## src/include/spec_xlate_pkg.sv

```systemverilog
// Purpose: constants for the speculative instruction page translation front end
// Assumes: 32-bit effective addresses, 4 KiB pages, 16-entry direct-mapped buffer
// Notes: translation buffer contents are loaded by the core's miss handler
//
// Summary of operation
// - present each fetch using previous page
// - page changed: reissue with correct page
// - tell cache to discard wrong-page result
// - buffer miss: no reissue, abort access
// - stay inactive until core flow abort
`default_nettype none
package spec_xlate_pkg;
  localparam int ADDR_W = 32;
  localparam int OFF_W = 12;
  localparam int PAGE_W = ADDR_W - OFF_W;
  localparam int IDX_W = 4;
  localparam int ENTRIES = 16;
  localparam int TAG_W = PAGE_W - IDX_W;
  // entry: valid, tag, physical page
  localparam int ENTRY_W = 1 + TAG_W + PAGE_W;
  localparam logic [PAGE_W-1:0] PAGE_RST = 20'h00000;
  localparam logic [ENTRY_W-1:0] ENTRY_RST = 37'h0000000000;
endpackage
`default_nettype wire

```

## src/design/xlate_store.sv

```systemverilog
// Purpose: translation buffer storage, registered read
// Assumes: one write and one read port, same clock
// Notes: read data appears one cycle after the read index
`timescale 1ns/1ns
`default_nettype none
module xlate_store (
  input wire logic core_clk,
  input wire logic reset_n,
  input wire logic [spec_xlate_pkg::IDX_W-1:0] rd_idx,
  output logic [spec_xlate_pkg::ENTRY_W-1:0] rd_data,
  input wire logic wr_en,
  input wire logic [spec_xlate_pkg::IDX_W-1:0] wr_idx,
  input wire logic [spec_xlate_pkg::ENTRY_W-1:0] wr_data
);
  logic [spec_xlate_pkg::ENTRY_W-1:0] mem_q [spec_xlate_pkg::ENTRIES];

  always_ff @(posedge core_clk) begin
    if (!reset_n) begin
      for (int i = 0; i < spec_xlate_pkg::ENTRIES; i++) begin
        mem_q[i] <= spec_xlate_pkg::ENTRY_RST;
      end
      rd_data <= spec_xlate_pkg::ENTRY_RST;
    end else begin
      if (wr_en) begin
        mem_q[wr_idx] <= wr_data;
      end
      rd_data <= mem_q[rd_idx];
    end
  end
endmodule
`default_nettype wire

```

## src/design/spec_xlate.sv

```systemverilog
// Purpose: speculative instruction page translation between fetch and cache
// Assumes: core holds FETCH_VALID and FETCH_ADDR until FETCH_DONE
// Notes: cache access goes out on the old page at once, checked a cycle later
`timescale 1ns/1ns
`default_nettype none
module spec_xlate (
  input wire logic CORE_CLK,
  input wire logic RESET_N,
  input wire logic FETCH_VALID,
  input wire logic [spec_xlate_pkg::ADDR_W-1:0] FETCH_ADDR,
  input wire logic FLOW_ABORT,
  input wire logic SHOW_EN,
  input wire logic LOAD_EN,
  input wire logic [spec_xlate_pkg::PAGE_W-1:0] LOAD_VPAGE,
  input wire logic [spec_xlate_pkg::PAGE_W-1:0] LOAD_PPAGE,
  output logic FETCH_DONE,
  output logic XLATE_MISS,
  output logic CACHE_REQ,
  output logic [spec_xlate_pkg::ADDR_W-1:0] CACHE_ADDR,
  output logic CACHE_DISCARD,
  output logic CACHE_ABORT,
  output logic SHOW_REQ,
  output logic [spec_xlate_pkg::ADDR_W-1:0] SHOW_ADDR,
  output logic ACTIVE
);
  typedef enum logic [1:0] {IDLE, CHECK, RETRY, STOPPED} mode_e;

  typedef struct packed {
    mode_e mode;
    logic [spec_xlate_pkg::PAGE_W-1:0] vpage;
    logic [spec_xlate_pkg::PAGE_W-1:0] ppage;
    logic [spec_xlate_pkg::ADDR_W-1:0] addr;
    logic done;
    logic miss;
    logic req;
    logic [spec_xlate_pkg::ADDR_W-1:0] caddr;
    logic discard;
    logic abort;
    logic show;
    logic [spec_xlate_pkg::ADDR_W-1:0] saddr;
    logic pvalid;
    logic active;
  } state_s;

  state_s s_q, s_d;
  logic [spec_xlate_pkg::ENTRY_W-1:0] rd_data;
  logic hit;
  logic [spec_xlate_pkg::PAGE_W-1:0] hit_ppage;

  function automatic logic [spec_xlate_pkg::PAGE_W-1:0] vpage_of(
    input logic [spec_xlate_pkg::ADDR_W-1:0] a);
    vpage_of = a[spec_xlate_pkg::ADDR_W-1:spec_xlate_pkg::OFF_W];
  endfunction

  function automatic logic [spec_xlate_pkg::IDX_W-1:0] idx_of(
    input logic [spec_xlate_pkg::PAGE_W-1:0] p);
    idx_of = p[spec_xlate_pkg::IDX_W-1:0];
  endfunction

  function automatic logic [spec_xlate_pkg::ADDR_W-1:0] join_addr(
    input logic [spec_xlate_pkg::PAGE_W-1:0] p,
    input logic [spec_xlate_pkg::ADDR_W-1:0] a);
    join_addr = {p, a[spec_xlate_pkg::OFF_W-1:0]};
  endfunction

  // =====================================================================
  // translation buffer
  xlate_store u_store (
    .core_clk(CORE_CLK),
    .reset_n(RESET_N),
    .rd_idx(idx_of(vpage_of(FETCH_ADDR))),
    .rd_data(rd_data),
    .wr_en(LOAD_EN),
    .wr_idx(idx_of(LOAD_VPAGE)),
    .wr_data({1'b1, LOAD_VPAGE[spec_xlate_pkg::PAGE_W-1:spec_xlate_pkg::IDX_W], LOAD_PPAGE})
  );

  assign hit = rd_data[spec_xlate_pkg::ENTRY_W-1] &&
    (rd_data[spec_xlate_pkg::ENTRY_W-2:spec_xlate_pkg::PAGE_W] ==
     s_q.addr[spec_xlate_pkg::ADDR_W-1:spec_xlate_pkg::OFF_W+spec_xlate_pkg::IDX_W]);
  assign hit_ppage = rd_data[spec_xlate_pkg::PAGE_W-1:0];

  // =====================================================================
  // next state
  always_comb begin
    s_d = s_q;
    s_d.done = 1'b0;
    s_d.miss = 1'b0;
    s_d.req = 1'b0;
    s_d.discard = 1'b0;
    s_d.abort = 1'b0;
    s_d.show = 1'b0;
    case (s_q.mode)
      IDLE: begin
        if (FETCH_VALID && !s_q.done) begin
          s_d.addr = FETCH_ADDR;
          s_d.req = 1'b1;
          s_d.caddr = join_addr(s_q.ppage, FETCH_ADDR);
          s_d.mode = CHECK;
        end
      end
      CHECK: begin
        if (FLOW_ABORT) begin
          s_d.abort = 1'b1;
          s_d.mode = IDLE;
        end else if (s_q.pvalid && vpage_of(s_q.addr) == s_q.vpage) begin
          s_d.done = 1'b1;
          s_d.show = SHOW_EN;
          s_d.saddr = s_q.caddr;
          s_d.mode = IDLE;
        end else if (hit) begin
          s_d.req = 1'b1;
          s_d.caddr = join_addr(hit_ppage, s_q.addr);
          s_d.vpage = vpage_of(s_q.addr);
          s_d.ppage = hit_ppage;
          s_d.pvalid = 1'b1;
          s_d.discard = 1'b1;
          s_d.mode = RETRY;
        end else begin
          s_d.abort = 1'b1;
          s_d.miss = 1'b1;
          s_d.mode = STOPPED;
        end
      end
      RETRY: begin
        if (FLOW_ABORT) begin
          s_d.abort = 1'b1;
        end else begin
          s_d.done = 1'b1;
          s_d.show = SHOW_EN;
          s_d.saddr = s_q.caddr;
        end
        s_d.mode = IDLE;
      end
      STOPPED: begin
        if (FLOW_ABORT) begin
          // stored page untrusted, next fetch looks up
          s_d.pvalid = 1'b0;
          s_d.mode = IDLE;
        end
      end
      default: s_d.mode = IDLE;
    endcase
    // registered inverse of the stop state
    s_d.active = (s_d.mode != STOPPED);
  end

  always_ff @(posedge CORE_CLK) begin
    if (!RESET_N) begin
      s_q <= '0;
      s_q.mode <= IDLE;
      // page marked invalid, first fetch looks up
      s_q.vpage <= spec_xlate_pkg::PAGE_RST;
      s_q.active <= 1'b1;
    end else begin
      s_q <= s_d;
    end
  end

  assign FETCH_DONE = s_q.done;
  assign XLATE_MISS = s_q.miss;
  assign CACHE_REQ = s_q.req;
  assign CACHE_ADDR = s_q.caddr;
  assign CACHE_DISCARD = s_q.discard;
  assign CACHE_ABORT = s_q.abort;
  assign SHOW_REQ = s_q.show;
  assign SHOW_ADDR = s_q.saddr;
  assign ACTIVE = s_q.active;

  // =====================================================================
  // checks
  // request one cycle after fetch
  a_spec_issue: assert property (@(posedge CORE_CLK) disable iff (!RESET_N)
    (s_q.mode == IDLE && FETCH_VALID && !s_q.done) |=> CACHE_REQ && s_q.mode == CHECK)
    else $error("fetch not issued speculatively");
  // retry uses the looked up page
  a_retry_page: assert property (@(posedge CORE_CLK) disable iff (!RESET_N)
    CACHE_DISCARD |-> CACHE_REQ && CACHE_ADDR[31:12] == s_q.ppage)
    else $error("reissue not on translated page");
  a_discard_pair: assert property (@(posedge CORE_CLK) disable iff (!RESET_N)
    CACHE_DISCARD |-> ##1 (FETCH_DONE || CACHE_ABORT))
    else $error("discard without completion");
  a_miss_abort: assert property (@(posedge CORE_CLK) disable iff (!RESET_N)
    XLATE_MISS |-> CACHE_ABORT && !CACHE_REQ && !ACTIVE)
    else $error("miss did not abort");
  a_stop_quiet: assert property (@(posedge CORE_CLK) disable iff (!RESET_N)
    (!ACTIVE && !FLOW_ABORT) |=> !ACTIVE && !CACHE_REQ)
    else $error("left stop without flow abort");
  a_stop_release: assert property (@(posedge CORE_CLK) disable iff (!RESET_N)
    (!ACTIVE && FLOW_ABORT) |=> ACTIVE)
    else $error("flow abort ignored");
  a_show_clean: assert property (@(posedge CORE_CLK) disable iff (!RESET_N)
    SHOW_REQ |-> FETCH_DONE && !CACHE_ABORT && !CACHE_DISCARD)
    else $error("show cycle on cancelled access");
  a_show_gate: assert property (@(posedge CORE_CLK) disable iff (!RESET_N)
    FETCH_DONE |-> SHOW_REQ == $past(SHOW_EN))
    else $error("show cycle gating wrong");
endmodule
`default_nettype wire

```

## config.mk

```make
export PLATFORM = sky130hd
export DESIGN_NAME = spec_xlate
export DESIGN_NICKNAME = d
export VERILOG_FILES = /design/src/include/spec_xlate_pkg.sv /design/src/design/xlate_store.sv /design/src/design/spec_xlate.sv
export SDC_FILE = /design/constraint.sdc
export NUM_CORES = 1
export LEC_CHECK = 0
export BUFFER_PORTS_ARGS = -buffer_cell sky130_fd_sc_hd__clkbuf_2
export CORE_ASPECT_RATIO = 1.4
export CORE_MARGIN = 2
export CORE_UTILIZATION = 50
export DETAILED_ROUTE_END_ITERATION = 12
export PLACE_DENSITY = 0.67
export SLEW_MARGIN = 10
export SYNTH_ARGS = -nofsm -noshare
export SYNTH_HDL_FRONTEND = slang
export SYNTH_SLANG_ARGS = --single-unit
```

## constraint.sdc

```tcl
create_clock -name CORE_CLK -period 7.44 [get_ports CORE_CLK]
set_input_delay 0.372 -clock CORE_CLK [delete_from_list [all_inputs] [get_ports CORE_CLK]]
set_output_delay 0.372 -clock CORE_CLK [all_outputs]
set_load 0.005 [all_outputs]
```

# ---- Word level (Yosys, flattened, before mapping)
# Memories as Yosys holds them, arrays and structs flattened. A register that Yosys moved wholly into a read port is not among the register bits.
# Cells that the tools add are included.
dict set report word_totals {
  memories 1
  mem_bits_rw 592
  in_bits 78
  ff_bits 146
}
dict set report op_classes {
  reduce_logical 16
  n_bitwise 4
  n_eq_ne 13
  muxes 32
}
# name depth width rd rd_ports_with_merged_regs write_ports line
set mem_list {}
lappend mem_list {u_store.mem_q 16 37 1 1 16 xlate_store.sv:15} ;# logic [spec_xlate_pkg::ENTRY_W-1:0] mem_q [spec_xlate_pkg::ENTRIES];
# operator count
set ops {}
lappend ops {{two-way mux 33 bit} 3}
lappend ops {{two-way mux 36 bit} 2}
lappend ops {{two-way mux 34 bit} 2}
lappend ops {{case mux 34 bit (2 select lines)} 1}
lappend ops {{case mux 33 bit (2 select lines)} 1}
lappend ops {{two-way mux 37 bit} 1}
lappend ops {{OR reduction 37 bit} 1}
lappend ops {{equality test 20 bit} 1}
lappend ops {{equality test 16 bit} 1}
lappend ops {{inequality test 2 bit (second input constant)} 8}
lappend ops {{two-way mux 1 bit} 14}
lappend ops {{AND reduction 5 bit} 2}
lappend ops {{two-way mux 2 bit} 4}
lappend ops {{case mux 2 bit (4 select lines)} 1}
lappend ops {{AND reduction 4 bit} 2}
lappend ops {{nonzero test 2 bit} 3}
lappend ops {{equality test 2 bit (second input constant)} 2}
lappend ops {{two-way mux 4 bit} 1}
lappend ops {{NOT 1 bit} 4}
lappend ops {{case mux 1 bit (2 select lines)} 2}
lappend ops {{OR reduction 4 bit} 1}
lappend ops {{logical AND 1 bit} 3}
lappend ops {{equality test 2 x 1 -> 1 bit (second input constant)} 1}
lappend ops {{zero test 1 bit} 2}
lappend ops {{2 further kinds} 2}

# ---- Logic depth before layout (Yosys ltp)
dict set report depth {
  ltp_word 7
  mapped_depth 10
  mapped_depth_nobuf 7
}

# ---- Hierarchy
# Synthesis repeated with hierarchy kept, for this count alone.
dict set report unflattened {
  cells_unflattened 2798
  hier_area_um2 34439.3
}
# module cells_each area_per_inst_um2 instances seq_area_each_um2
set by_module_without_submodules {}
lappend by_module_without_submodules {xlate_store 1964 27677.8 1 18517.8}
lappend by_module_without_submodules {spec_xlate 834 6761.5 1 2922.8}

# ---- Worst setup path before layout
# No wires, ideal clock.
dict set report synth_timing {
  kind {input to register}
  from {input port LOAD_VPAGE[0] (netlist name)}
  to {memory u_store.mem_q[4][0] (netlist name), enable pin}
  setup_time_ns 0.479
  path_slack_ns 3.489
  path_buffers 1
  t_required_ns 6.961
  stages 3
  t_arrival_ns 3.472
  path_cell_list {or3_1 > clkbuf_1 > o21ai_0}
}
# item line
set synth_rtl {}
lappend synth_rtl {{start, declared} spec_xlate.sv:14} ;# input wire logic [spec_xlate_pkg::PAGE_W-1:0] LOAD_VPAGE,
lappend synth_rtl {{end, declared} xlate_store.sv:15}

==> results.sh <==
export IMPL_worstPathArrival_ps=3360
export IMPL_first_pass_iters=5
export IMPL_portBuffers=148
export IMPL_slew_headroom_pct=15.7
export IMPL_ys_seq_area_share_pct=62.7
export IMPL_hp_start="FETCH_ADDR[7]"
export IMPL_p_leak_uw=0.0132
export IMPL_critPathLaunchType="input pin"
export IMPL_ys_ff_latch=775
export IMPL_tightest_slew_ps=1260
export IMPL_min_period_ps=3120
export IMPL_setup_worst_path_end="u_store.mem_q[3][20]$_DFFE_PP_"
export IMPL_fp_row_count=113
export IMPL_run_status="finished clean"
export IMPL_route_detailed_drc=0
export IMPL_yosysMostFrequentCell="and2_1"
export IMPL_power_uw=9350
export IMPL_setup_viol=0
export IMPL_grt_pass1_vias=20200
export IMPL_clkLatencyLatePin_ps=630
export IMPL_yosys_top_cells_area="edfxtp_1, mux4_2, dfxtp_1"
export IMPL_globalRouteMet1Util_pct=30.2
export IMPL_hold_viol=0
export IMPL_wl_per_cell_um=25.0
export IMPL_place_gp_congestion=0.789
export IMPL_drtAntennaViolNets=0
export IMPL_path_clk_slew_ps=60
export IMPL_syn_num_nets=2491
export IMPL_max_stage_delay_ps=910
export IMPL_vdd_ir_drop_max_mv=0.154
export IMPL_initial_core_util_pct=50.3
export IMPL_cts_tree="yes"
export IMPL_nets=2506
export IMPL_yosysWarnings=0
export IMPL_synth_cell_types=46
export IMPL_viasPerCell=5.82
export IMPL_cpMaxStageDelayCell="nand2b_2"
export IMPL_clk_path_buf_depth=3
export IMPL_post_route_period_util_pct=41.9
export IMPL_setup_slack_ps=4320
export IMPL_grt_pass1_wl_um=126000
export IMPL_grt_usage_pct=24.3
export IMPL_rsz0062_at_grt="no"
export IMPL_r2r_end="CACHE_ADDR[23]$_SDFFE_PN0P_"
export IMPL_grt_overflow=0
export IMPL_cp_max_fo=42
export IMPL_root_buffer="clkbuf_16"
export IMPL_synthFlopType="edfxtp_1"
export IMPL_cts_setup_buffers=0
export IMPL_crit_path_end_kind="register"
export IMPL_post_place_ws_ps=3690
export IMPL_required_ps=7680
export IMPL_core_area_sq_um=67400
export IMPL_synth_edf_count=576
export IMPL_cts_sinks=775
export IMPL_io_pins=149
export IMPL_area_growth_synth_to_final_pct=10.6
export IMPL_wl_um=83600
export IMPL_cts_hold_buf=27
export IMPL_avgSynthCellArea_sq_um=14.1
export IMPL_fp_dieArea_sq_um=70000
export IMPL_setup_tns_ps=0
export IMPL_syn_cell_area_sq_um=33900
export IMPL_met2_usage_pct=43.2
export IMPL_fmax_ghz=0.321
export IMPL_power_density_nw_per_um2=249
export IMPL_min_path_cells=3
export IMPL_die_width_um=224
export IMPL_netlist_area_leader_share_pct=51.0
export IMPL_yosysTopAreaCell="edfxtp_1"
export IMPL_antenna_found_initial=4
export IMPL_vias=19500
export IMPL_grt_start_max_net_pins=91
export IMPL_r2r_start="s_q[96]$_SDFFE_PN0P_"
export IMPL_fin_skew_ps=26.6
export IMPL_cts_resized=0
export IMPL_netlist_top_cells_count="and2_1, edfxtp_1, dfxtp_1"
export IMPL_finalMaxSlewViolations=0
export IMPL_syn_inst=2409
export IMPL_regToRegSetupSlack_ps=4510
export IMPL_hold_class="in -> reg"
export IMPL_post_dp_hpwl_um=48900
export IMPL_drtIter0Drc=2071
export IMPL_crit_chain="buf_4 -> nand4_1 -> nor3_2 -> buf_4 -> nand2b_2"
export IMPL_numCtsBuffers=72
export IMPL_cap_viol_max_count=0
export IMPL_met3_usage_pct=3.69
export IMPL_crit_start="RESET_N"
export IMPL_synthArstFlopShare_pct=0
export IMPL_dieHeight_um=312
export IMPL_crit_type="in -> reg"
export IMPL_cpMostUsedCell="buf_4"
export IMPL_htreeDepth=3
export IMPL_grt_busiest_layer="met2"
export IMPL_r2r_worst_path_cells=7
export IMPL_drive_gt1_share_pct=21.9
-- sequential cells by signal, indices dropped and copies added, names as in the netlist --
signal / flops
CACHE_DISCARD: 1
CACHE_ADDR: 32
XLATE_MISS: 1
s_q: 75
SHOW_ADDR: 32
u_store.rd_data: 37
CACHE_REQ: 1
ACTIVE: 1
CACHE_ABORT: 1
FETCH_DONE: 1
u_store.mem_q: 592
SHOW_REQ: 1
-- worst max-delay path: cells and delay by family --
family        cells  cell delay [ps]
buf+inv           2              930
simple gates      3             2000
-- where the power goes --
group          internal (uW)  switching, uW  total (uW)  leakage, uW
clock                   2000           1590        3600      0.00111
sequential              4880            112        4990      0.00712
combinational            320            441         762      0.00493
-- per-stage QoR --
stage | util [%] | area, sq um | hold WS (ps) | instances
after floorplan | - | 33900 | 422 | 2409
after global routing | 55.7 | 37500 | 58.6 | 3343
after global placement | 51.8 | 34900 | 429 | 3183
after detailed placement | 51.8 | 34900 | 439 | 3183
after CTS | 55.6 | 37500 | 13.4 | 3340
final | 55.7 | 37500 | 43.3 | 3345
-- cell usage in the layout, fill, tap and decap left out, types with 12 or more instances in the layout --
master           n
nor2_4          12
nand3_1         12
xnor2_1         22
o21ai_0         36
nand2_1        171
o21ai_4         12
nand4b_1        33
a21o_1          17
xor2_1          15
and2_1         627
dfxtp_1        199
clkbuf_2       147
clkinv_2        13
dlygate4sd3_1   27
edfxtp_1       576
clkbuf_16       76
clkbuf_1        18
mux4_2         185
a21oi_1        125
buf_4           31
-- layer usage --
metal | vias to the layer above | share of wire, %
li1 | 8673 | -
met1 | 9950 | 38
met2 | 715 | 53
met3 | 144 | 6.4
met4 | 2 | 2.8
met5 | - | 0.014
-- area by class of cell --
cell class	count	area, sq um
fillers	5304	29900
diodes	3	7.51
flip-flops and latches	775	21300
multi-input cells	1364	11600
clock buffers	103	2060
inverters	5	21.3
clock inverters	27	199
repair buffers	206	1300
well taps	862	1080
-- kinds of logic (layout without fill, tap and decap cells) --
family                     after synthesis  after routing  share of synthesized area, %
AOI/OAI and AO/OA                      238            238                          4.48
muxes                                  185            185                          12.3
buffers and inverters                  270            341                          3.91
xor gates and xnor gates                37             37                         0.955
DFF                                    775            775                          62.7
adders and majority gates                4              4                         0.148
and+or+nand+nor                        900            900                          15.5
other                                    0              3                             0
-- worst min-delay path by stage --
stage | endpoint | slack (ps)
final | s_q[79]$_SDFFE_PN0P_ | 40
after global routing | s_q[79]$_SDFFE_PN0P_ | 60
after CTS | s_q[79]$_SDFFE_PN0P_ | 10
after detailed placement | u_store.mem_q[2][36]$_SDFFE_PP1N_ | 440
after global placement | u_store.mem_q[0][36]$_SDFFE_PP1N_ | 430
after floorplan | u_store.mem_q[0][36]$_SDFFE_PP1N_ | 420
(Power assumes the default switching activity.)
